$ cat src/logic/marker_block_compare_defines.vh
`ifndef MARKER_BLOCK_COMPARE_DEFINES_VH
`define MARKER_BLOCK_COMPARE_DEFINES_VH

// marker memory geometry
`define MEM_BYTES        1024
`define MEM_ADDR_W       10
`define MAX_COUNT        192
`define COUNT_W          8

// register offsets (word index on the register port)
`define REG_CTRL         4'h0
`define REG_STATUS       4'h1
`define REG_MASK         4'h2
`define REG_RESULT       4'h3

// control register fields
`define CTRL_HONOR_EN    0
`define CTRL_RESET       8'h01

// status and mask fields
`define EVT_DONE         0
`define EVT_MISMATCH     1
`define EVT_ERROR        2
`define EVT_W            3
`define MASK_RESET       3'h0

// result register fields
`define RES_EQUAL        0
`define RES_OVERRUN      1
`define RES_OVERLAP      2
`define RES_BOUNDS       3
`define RES_BUSY         4

`endif

$ cat src/logic/range_limit_check.v
`timescale 1ns/1ps
`include "marker_block_compare_defines.vh"

module range_limit_check #(
  parameter OFFSET_W  = 32,
  parameter MEM_BYTES = `MEM_BYTES,
  parameter MAX_COUNT = `MAX_COUNT
) (
  input  wire [OFFSET_W-1:0] srcOffset,
  input  wire [OFFSET_W-1:0] dstOffset,
  input  wire [OFFSET_W-1:0] count,
  output wire                overrun,
  output wire                overlap,
  output wire                outOfBounds
);
  localparam [OFFSET_W:0] MEM_LIM = MEM_BYTES;
  localparam [OFFSET_W:0] CNT_LIM = MAX_COUNT;

  wire [OFFSET_W:0] srcExt = {1'b0, srcOffset};
  wire [OFFSET_W:0] dstExt = {1'b0, dstOffset};
  wire [OFFSET_W:0] cntExt = {1'b0, count};
  wire [OFFSET_W:0] srcEnd = srcExt + cntExt;
  wire [OFFSET_W:0] dstEnd = dstExt + cntExt;

  wire cntZero = (count == {OFFSET_W{1'b0}});

  assign outOfBounds = cntZero || (srcExt >= MEM_LIM) || (dstExt >= MEM_LIM);

  assign overrun = !outOfBounds &&
                   ((cntExt > CNT_LIM) || (srcEnd > MEM_LIM) || (dstEnd > MEM_LIM));

  assign overlap = !cntZero && (srcExt < dstEnd) && (dstExt < srcEnd);
endmodule // range_limit_check

$ cat src/logic/event_status.v
`timescale 1ns/1ps

module event_status #(
  parameter W = 3
) (
  input  wire         clk,
  input  wire         rst_n,
  input  wire         ce,
  input  wire [W-1:0] setEvents,
  input  wire         clearWrite,
  input  wire [W-1:0] clearBits,
  output wire [W-1:0] statusBits
);
  genvar i;
  generate
    for (i = 0; i < W; i = i + 1) begin : gBit
      reg sticky_reg;
      always @(posedge clk or negedge rst_n) begin
        if (!rst_n) begin
          sticky_reg <= 1'b0;
        end else if (ce) begin
          // a new event beats a same-cycle clear
          if (setEvents[i]) begin
            sticky_reg <= 1'b1;
          end else if (clearWrite && clearBits[i]) begin
            sticky_reg <= 1'b0;
          end
        end
      end
      assign statusBits[i] = sticky_reg;
    end
  endgenerate
endmodule // event_status

$ cat src/logic/marker_block_compare.v
// Local design decisions: strobed register access and the placing of the registers.
`timescale 1ns/1ps
`include "marker_block_compare_defines.vh"

// Overview of operation
// - compare the two ranges byte by byte, whatever the marker type.
// - either range may sit anywhere in the 1024-byte marker memory.
// - the word-only upper region is also reached byte by byte.
// - source and destination start offsets are sampled when a comparison starts.
// - an offset counts from the first marker byte; zero is that byte.
// - count gives bytes per range, up to 192.
// - equal flag high when all byte pairs match, low otherwise.
// - first error when count runs past the source or destination range.
// - second error when the two ranges share any byte.
// - third error when a range starts outside memory or the count is zero.
// - range checks run every cycle, independent of the enable input.
// - comparison runs only while enable is high, if enable is honoured.
// - a control bit chooses whether the enable input is honoured.
// - no retentive state; everything returns to reset values.
module marker_block_compare #(
  parameter OFFSET_W  = 32,
  parameter MEM_BYTES = `MEM_BYTES,
  parameter MAX_COUNT = `MAX_COUNT
) (
  input  wire                   clk,
  input  wire                   rst_n,
  input  wire                   ce,
  input  wire                   evalStart,
  input  wire                   enableIn,
  input  wire [OFFSET_W-1:0]    sourceStartOffset,
  input  wire [OFFSET_W-1:0]    destStartOffset,
  input  wire [OFFSET_W-1:0]    byteCount,
  input  wire [3:0]             regAddr,
  input  wire [7:0]             regWrData,
  input  wire                   regWr,
  input  wire                   regRd,
  output reg  [7:0]             regRdData,
  output reg  [`MEM_ADDR_W-1:0] memAddr,
  output reg                    memRd,
  input  wire [7:0]             memRdData,
  output reg                    rangesEqualFlag,
  output reg                    countOverrunError,
  output reg                    rangeOverlapError,
  output reg                    outOfBoundsError,
  output reg                    busy,
  output reg                    irq
);
  localparam AW = `MEM_ADDR_W;
  localparam CW = `COUNT_W;
  localparam [CW-1:0] CNT_ONE  = {{(CW-1){1'b0}}, 1'b1};
  localparam [AW-1:0] ADDR_ONE = {{(AW-1){1'b0}}, 1'b1};

  // one-hot comparison states
  localparam [3:0] ST_IDLE = 4'b0001;
  localparam [3:0] ST_SRC  = 4'b0010;
  localparam [3:0] ST_DST  = 4'b0100;
  localparam [3:0] ST_CMP  = 4'b1000;

  reg  [3:0]     state_reg;
  reg  [3:0]     state_next;
  reg  [AW-1:0]  srcBase_reg;
  reg  [AW-1:0]  srcBase_next;
  reg  [AW-1:0]  dstBase_reg;
  reg  [AW-1:0]  dstBase_next;
  reg  [CW-1:0]  count_reg;
  reg  [CW-1:0]  count_next;
  reg  [CW-1:0]  idx_reg;
  reg  [CW-1:0]  idx_next;
  reg  [7:0]     srcByte_reg;
  reg  [7:0]     srcByte_next;
  reg  [AW-1:0]  memAddr_next;
  reg            memRd_next;
  reg            equal_next;
  reg            busy_next;
  reg            doneEvt;
  reg            mismatchEvt;
  reg  [7:0]     ctrl_reg;
  reg  [`EVT_W-1:0] mask_reg;
  reg            anyErr_reg;
  reg  [7:0]     rdData_next;

  wire           chkOverrun;
  wire           chkOverlap;
  wire           chkBounds;
  wire           anyErrNow;
  wire           errEvt;
  wire           honorEnable;
  wire           active;
  wire           lastByte;
  wire [AW-1:0]  srcAddr;
  wire [AW-1:0]  dstAddr;
  wire [`EVT_W-1:0] statusBits;
  wire [`EVT_W-1:0] eventVec;
  wire           statusClear;
  wire           ctrlSel;
  wire           statusSel;
  wire           maskSel;

  range_limit_check #(
    .OFFSET_W  (OFFSET_W),
    .MEM_BYTES (MEM_BYTES),
    .MAX_COUNT (MAX_COUNT)
  ) uCheck (
    .srcOffset   (sourceStartOffset),
    .dstOffset   (destStartOffset),
    .count       (byteCount),
    .overrun     (chkOverrun),
    .overlap     (chkOverlap),
    .outOfBounds (chkBounds)
  );

  assign anyErrNow   = chkOverrun | chkOverlap | chkBounds;
  // the error event marks the start of an error episode, not every cycle of it
  assign errEvt      = anyErrNow & ~anyErr_reg;
  assign honorEnable = ctrl_reg[`CTRL_HONOR_EN];

  assign active = ~honorEnable | enableIn;

  // upper region bytewise
  // sums stay inside memory: a start is refused while a range check fails
  assign srcAddr  = srcBase_reg + {{(AW-CW){1'b0}}, idx_reg};
  assign dstAddr  = dstBase_reg + {{(AW-CW){1'b0}}, idx_reg};
  // count is at least one once running, so count minus one cannot wrap
  assign lastByte = (idx_reg == count_reg - CNT_ONE);

  // checks every cycle
  // flags follow the live inputs, so a bad setup shows before any start
  always @(posedge clk or negedge rst_n) begin
    if (!rst_n) begin
      countOverrunError <= 1'b0;
      rangeOverlapError <= 1'b0;
      outOfBoundsError  <= 1'b0;
      anyErr_reg        <= 1'b0;
    end else if (ce) begin
      countOverrunError <= chkOverrun;
      rangeOverlapError <= chkOverlap;
      outOfBoundsError  <= chkBounds;
      anyErr_reg        <= anyErrNow;
    end
  end

  // comparison sequencer: three cycles per byte pair
  always @* begin
    state_next   = state_reg;
    srcBase_next = srcBase_reg;
    dstBase_next = dstBase_reg;
    count_next   = count_reg;
    idx_next     = idx_reg;
    srcByte_next = srcByte_reg;
    memAddr_next = memAddr;
    memRd_next   = 1'b0;
    equal_next   = rangesEqualFlag;
    busy_next    = busy;
    doneEvt      = 1'b0;
    mismatchEvt  = 1'b0;
    case (state_reg)
      ST_IDLE: begin
        if (evalStart) begin
          if (!active || anyErrNow) begin
            equal_next = 1'b0;
            // a disabled unit stays silent; an error still ends the cycle
            doneEvt    = active;
          end else begin
            srcBase_next = sourceStartOffset[AW-1:0];
            dstBase_next = destStartOffset[AW-1:0];
            count_next   = byteCount[CW-1:0];
            idx_next     = {CW{1'b0}};
            // first fetch leaves with the start to save a cycle
            memAddr_next = sourceStartOffset[AW-1:0];
            memRd_next   = 1'b1;
            busy_next    = 1'b1;
            state_next   = ST_SRC;
          end
        end
      end
      ST_SRC: begin
        // source byte in flight; request the destination byte
        memAddr_next = dstAddr;
        memRd_next   = 1'b1;
        state_next   = ST_DST;
      end
      ST_DST: begin
        // source byte arrives; destination byte follows next cycle
        srcByte_next = memRdData;
        state_next   = ST_CMP;
      end
      ST_CMP: begin
        if (memRdData != srcByte_reg) begin
          equal_next  = 1'b0;
          mismatchEvt = 1'b1;
          doneEvt     = 1'b1;
          busy_next   = 1'b0;
          state_next  = ST_IDLE;
        end else if (lastByte) begin
          equal_next = 1'b1;
          doneEvt    = 1'b1;
          busy_next  = 1'b0;
          state_next = ST_IDLE;
        end else begin
          idx_next     = idx_reg + CNT_ONE;
          memAddr_next = srcAddr + ADDR_ONE;
          memRd_next   = 1'b1;
          state_next   = ST_SRC;
        end
      end
      default: begin
        busy_next  = 1'b0;
        state_next = ST_IDLE;
      end
    endcase
    if (!active && state_reg != ST_IDLE) begin
      // abandon the run; a partial match must not read as equal
      memRd_next  = 1'b0;
      equal_next  = 1'b0;
      doneEvt     = 1'b0;
      mismatchEvt = 1'b0;
      busy_next   = 1'b0;
      state_next  = ST_IDLE;
    end
    if (anyErrNow) begin
      equal_next = 1'b0;
    end
  end

  // all state from reset
  // ce low freezes the sequencer and its memory strobe together
  always @(posedge clk or negedge rst_n) begin
    if (!rst_n) begin
      state_reg       <= ST_IDLE;
      srcBase_reg     <= {AW{1'b0}};
      dstBase_reg     <= {AW{1'b0}};
      count_reg       <= {CW{1'b0}};
      idx_reg         <= {CW{1'b0}};
      srcByte_reg     <= 8'h00;
      memAddr         <= {AW{1'b0}};
      memRd           <= 1'b0;
      rangesEqualFlag <= 1'b0;
      busy            <= 1'b0;
    end else if (ce) begin
      state_reg       <= state_next;
      srcBase_reg     <= srcBase_next;
      dstBase_reg     <= dstBase_next;
      count_reg       <= count_next;
      idx_reg         <= idx_next;
      srcByte_reg     <= srcByte_next;
      memAddr         <= memAddr_next;
      memRd           <= memRd_next;
      rangesEqualFlag <= equal_next;
      busy            <= busy_next;
    end
  end

  // event capture and interrupt
  // done marks every evaluation that ended, matched or not, except a start refused or a run abandoned while enable is honoured and low
  assign eventVec[`EVT_DONE]     = doneEvt;
  assign eventVec[`EVT_MISMATCH] = mismatchEvt;
  assign eventVec[`EVT_ERROR]    = errEvt;
  // this index decode serves the write path; the read path decodes regAddr in its own case
  assign ctrlSel     = (regAddr == `REG_CTRL);
  assign statusSel   = (regAddr == `REG_STATUS);
  assign maskSel     = (regAddr == `REG_MASK);

  assign statusClear = regWr && statusSel;

  event_status #(
    .W (`EVT_W)
  ) uStatus (
    .clk        (clk),
    .rst_n      (rst_n),
    .ce         (ce),
    .setEvents  (eventVec),
    .clearWrite (statusClear),
    .clearBits  (regWrData[`EVT_W-1:0]),
    .statusBits (statusBits)
  );

  // register writes
  // result is read-only; writes to it or to unmapped indices are dropped
  always @(posedge clk or negedge rst_n) begin
    if (!rst_n) begin
      ctrl_reg <= `CTRL_RESET;
      mask_reg <= `MASK_RESET;
      irq      <= 1'b0;
    end else if (ce) begin
      if (regWr && ctrlSel) begin
        ctrl_reg <= {7'h00, regWrData[`CTRL_HONOR_EN]};
      end
      if (regWr && maskSel) begin
        mask_reg <= regWrData[`EVT_W-1:0];
      end
      irq <= |(statusBits & mask_reg);
    end
  end

  // register reads, data in the following cycle
  // an idle port returns zero so stale data never reads as fresh
  always @* begin
    rdData_next = 8'h00;
    case (regAddr)
      `REG_CTRL: begin
        rdData_next = ctrl_reg;
      end
      `REG_STATUS: begin
        rdData_next = {{(8-`EVT_W){1'b0}}, statusBits};
      end
      `REG_MASK: begin
        rdData_next = {{(8-`EVT_W){1'b0}}, mask_reg};
      end
      `REG_RESULT: begin
        rdData_next[`RES_EQUAL]   = rangesEqualFlag;
        rdData_next[`RES_OVERRUN] = countOverrunError;
        rdData_next[`RES_OVERLAP] = rangeOverlapError;
        rdData_next[`RES_BOUNDS]  = outOfBoundsError;
        rdData_next[`RES_BUSY]    = busy;
      end
      default: begin
        rdData_next = 8'h00;
      end
    endcase
  end

  always @(posedge clk or negedge rst_n) begin
    if (!rst_n) begin
      regRdData <= 8'h00;
    end else if (ce) begin
      regRdData <= regRd ? rdData_next : 8'h00;
    end
  end
endmodule // marker_block_compare

$ cat config.mk
export PLATFORM = sky130hd
export DESIGN_NAME = marker_block_compare
export DESIGN_NICKNAME = d
export VERILOG_FILES = /design/src/logic/range_limit_check.v /design/src/logic/event_status.v /design/src/logic/marker_block_compare.v
export VERILOG_INCLUDE_DIRS = /design/src /design/src/logic
export SDC_FILE = /design/constraint.sdc
export NUM_CORES = 1
export LEC_CHECK = 0
export CAP_MARGIN = 30
export CORE_MARGIN = 5
export CORE_UTILIZATION = 35
export CTS_CLUSTER_SIZE = 16
export DETAILED_ROUTE_END_ITERATION = 10
export DONT_BUFFER_PORTS = 1
export GPL_TIMING_DRIVEN = 0
export SYNTH_ARGS = -nofsm -noshare
export SYNTH_HDL_FRONTEND = slang
export SYNTH_SLANG_ARGS = --single-unit
$ cat constraint.sdc
create_clock -name clk -period 3 [get_ports clk]
set_clock_uncertainty 0.15 [all_clocks]
set_input_delay 0.6 -clock clk [delete_from_list [all_inputs] [get_ports clk]]
set_output_delay 0.6 -clock clk [all_outputs]
set_load 0.02 [all_outputs]
==> run summary <==
The run gives 10800 as the via count. In this run the worst hold path is classified as in -> async. The overflow left after global routing was 0; the quantity of I/O buffers inserted on ports was 0. The run gives -2.24 ns as the minimum setup slack in the final design.

The logs give 59400 µm for the wire length of the first global-routing pass and 31500 µm for the detailed-placement wirelength estimate. For this block, the initial DRC count from the detailed router was 765. In the finished design, the share of the clock period the worst path needs comes to 175%. The total routing resource utilization after global routing came out at 22.2%. Proportion of register bits with asynchronous set or reset after synthesis: 100%.

Data on the critical path is required at its endpoint by 3.07 ns. The area growth from synthesis to layout is 21.9%. The commonest cells after synthesis are sky130_fd_sc_hd__ha_1 (144), sky130_fd_sc_hd__a21oi_1 (113), sky130_fd_sc_hd__nand2_1 (104). Most common cell in the synthesized netlist: sky130_fd_sc_hd__ha_1.

The clock reaches the later pin of the worst-skew pair after 0.34 ns. IR analysis of the VDD net gives a maximum drop of 0.245 mV. The detailed-router iteration count before antenna repair came out at 5. In this run the number of H-tree levels came out at 3. The number of clock buffers added by TritonCTS is 9. Setup repair after global routing could not meet its margin everywhere.

Dividing the detail-routed via count by the number of cells gives 6.24. The most used flip-flop cell after synthesis is sky130_fd_sc_hd__dfrtp_1. The tools report the final estimated routing congestion in global placement as 1.01.

The signal on the critical path passes through ha_4 > fa_2 > a21o_1 > a221oi_4 > o221ai_4 > a211oi_4 > buf_4 > o21a_1 > nor2_1 > ha_1 > nand4_1 > or3_4 > o21bai_4 > nand4_1 > nor2_2 > o32ai_4 > and4_4 > and2_4 > buf_12 > nand2_8 > buf_8 > mux2_4. Data arrives at the worst endpoint at 5.30 ns. The checks that failed: setup timing.

Headroom to the max-slew limit came out at 26.3%. In this run the core area contains 63 standard-cell rows. For this design the static power due to leakage is 5.42 nW.

Setup violations remaining at the end of the flow were counted as 58. In the post-synthesis netlist, the biggest area contributors are sky130_fd_sc_hd__dfrtp_1 (18%), sky130_fd_sc_hd__ha_1 (17%), sky130_fd_sc_hd__a21oi_1 (5.3%), sky130_fd_sc_hd__mux2_4 (5.0%), sky130_fd_sc_hd__o21ai_0 (3.8%). After synthesis, flip-flops and latches occupy 18.5% of the total area. The master of the slowest instance on the critical path is sky130_fd_sc_hd__or3_4.

The mapped netlist covers 0.0106 mm². The number of non-filler instances in the completed layout is 1723. The tree is rooted in a sky130_fd_sc_hd__clkbuf_16.

At the pin with the least slew margin, the transition time is 1.08 ns. For this configuration, the core starts out at a cell density of 35.6%. In the final routed layout, each cell accounts on average for 23.1 µm. TritonCTS built the clock tree.

The largest net degree at the start of global routing is 79. The die height was 184 µm; the total DRC errors in the routed layout was 0. Counting flops and latches in the post-synthesis netlist gives 78. The tool flagged a number of max-cap violations equal to 0. The run finished, with violations left.

The die is 184 µm wide. The die covers 0.0338 mm². The cell repeated most along the worst path was sky130_fd_sc_hd__nand4_1. The logs give 92 for the distinct cell type count after synthesis and 1276 for the synthesized instance count. The detail route stage leaves a number of antenna-violating nets equal to 0. The instance area after placement was 0.0112 mm². Number of placed I/O pins: 148. The repair_antennas step left the layout with diodes totalling 0. The number of antenna violations at the first check in global routing is 0.

Of all nets on the critical path, the largest fanout is 10. The run gives 0.0297 mm² as the core area. For this run, the number of Yosys warnings is 0. Once placement completed, the tool counted placed cells totaling 1669. The biggest area contributor in the post-synthesis netlist is sky130_fd_sc_hd__dfrtp_1. The run gives 39800 µm as the wire length reported by the detailed router. Derived from the worst setup path, the maximum achievable clock frequency is 0.191 GHz. The share of layout cells above drive strength 1 was 23.2%; the number of pins exceeding their max-slew limit in the final report was 0. The maximum number of buffers from clock root to sink is 2.

STA classifies the critical path startpoint as an input port. For the final design area excluding fillers, the log shows 0.0129 mm². CTS saw 78 sinks. The average instance in the mapped netlist occupies 8.30 µm². The routed design could run at a clock period as short as 5.24 ns. In this run, synthesis inferred 0 flip-flops with an integrated enable. For the total count of hold-check failures in the final report, the log shows 0. Dividing total power by cell area gives a power density of 399 mW/mm². Clock-pin slew was measured on the worst setup and hold paths at 0.06 ns.

The run gives 10400 as the number of global-route vias before repair. The worst setup path is of the in -> reg kind. For this run, the post-layout net count is 1599. The highest cell delay on the worst timing path came out at 0.39 ns. The element type at the critical path end is a flop. The top cell type's share of synthesized area was 18.0%.
## worst max-delay path, delay by kind of cell
family / cells / cell delay (ns)
AOI/OAI and AO/OA: 7 / 1.80
buffers and inverters: 3 / 0.47
adders and majority gates: 3 / 0.80
muxes: 1 / 0.29
and+or+nand+nor: 8 / 1.34
## layout make-up
cell class / instances / area, µm²
clock buffers: 11 / 243
plain buffers: 33 / 231
inverters: 37 / 139
multi-input cells: 1106 / 9180
repair buffers: 63 / 606
well taps: 390 / 488
flip-flops and latches: 78 / 1950
fillers: 2897 / 16800
clock inverters: 5 / 57.6
## metal layers
layer	wire (µm)	vias up	track usage (%)	share of wire [%]
li1	-	5001	-	-
met1	16300	5188	27.6	41
met2	18500	461	37.5	46
met3	3500	103	5.58	8.8
met4	1490	0	7.63	3.7
met5	0	-	0	0
## cells in the final DEF (no fill, tap or decap), types with 14 or more instances in the layout
cell / instances
sky130_fd_sc_hd__a21o_1: 29
sky130_fd_sc_hd__xnor2_1: 36
sky130_fd_sc_hd__clkbuf_1: 16
sky130_fd_sc_hd__a21oi_2: 19
sky130_fd_sc_hd__mux2_4: 37
sky130_fd_sc_hd__ha_2: 17
sky130_fd_sc_hd__inv_1: 36
sky130_fd_sc_hd__buf_6: 18
sky130_fd_sc_hd__o21a_1: 17
sky130_fd_sc_hd__o21ai_0: 63
sky130_fd_sc_hd__nand2_1: 99
sky130_fd_sc_hd__ha_1: 118
sky130_fd_sc_hd__buf_4: 49
sky130_fd_sc_hd__o21ai_1: 14
sky130_fd_sc_hd__nor2_1: 82
sky130_fd_sc_hd__a21oi_1: 85
sky130_fd_sc_hd__nand4_1: 46
sky130_fd_sc_hd__nand3_1: 27
sky130_fd_sc_hd__nor4_1: 28
sky130_fd_sc_hd__dfrtp_1: 76
sky130_fd_sc_hd__nor2b_1: 14
sky130_fd_sc_hd__xor2_1: 32
sky130_fd_sc_hd__mux2_2: 16
sky130_fd_sc_hd__nor3_1: 24
## kinds of logic after synthesis
kind of cell	Yosys count	share of synthesized area, %
AOI/OAI and AO/OA	395	24.9
and+or+nand+nor	423	20.8
muxes	64	7.92
buffers and inverters	94	4.08
other	1	0.0354
xor gates and xnor gates	73	6.04
adders and majority gates	148	17.8
DFF	78	18.5
## metrics by stage
stage               hold slack (ns)  TNS, ns  setup slack, ns  total power [W]  util [%]
global placement              0.158  -193.58            -3.59          0.00351      37.6
detailed placement            0.158  -193.88            -3.60          0.00356      37.7
global route                 0.0280  -125.70            -2.32          0.00547      43.4
finish                      0.00936  -120.94            -2.24          0.00515      43.4
floorplan                     0.154  -107.54            -2.08          0.00303         -
CTS                          0.0224  -118.52            -2.20          0.00496      41.7
## timing repair
item                                    CTS  global route
hold buffers                              1             0
pin swaps                                59            51
endpoints found under the hold margin    78             0
buffers inserted                         43            19
endpoints found under the setup margin   57            57
resized for setup                       108           104
gates cloned                              1             0
## power by group
part | switching, W | internal (W) | total (W) | leakage (nW)
Combinational | 0.00150 | 0.00114 | 0.00264 | 4.24
Sequential | 0.000201 | 0.00122 | 0.00142 | 1.03
Clock | 0.000425 | 0.000668 | 0.00109 | 0.150
Total | 0.00213 | 0.00302 | 0.00515 | 5.42
## final timing paths
check / from / endpoint / slack [ns] / depth (start not counted)
min in group clk: byteCount[3] / count_reg[3]$_DFFE_PN0P_ / 0.26 / 1
setup reg to reg: count_reg[0]$_DFFE_PN0P_ / idx_reg[7]$_DFFE_PN0P_ / -0.44 / 10
max in group asynchronous: rst_n / ctrl_reg[0]$_DFFE_PN1P_ / 2.34 / 1
hold reg to reg: anyErr_reg$_DFFE_PN0P_ / uStatus.gBit[2].sticky_reg$_DFFE_PN0P_ / 0.35 / 1
setup / recovery: sourceStartOffset[0] / srcBase_reg[4]$_DFFE_PN0P_ / -2.24 / 22
hold / removal: rst_n / idx_reg[2]$_DFFE_PN0P_ / 0.009 / 1
Power figures use the tool's default switching activity.
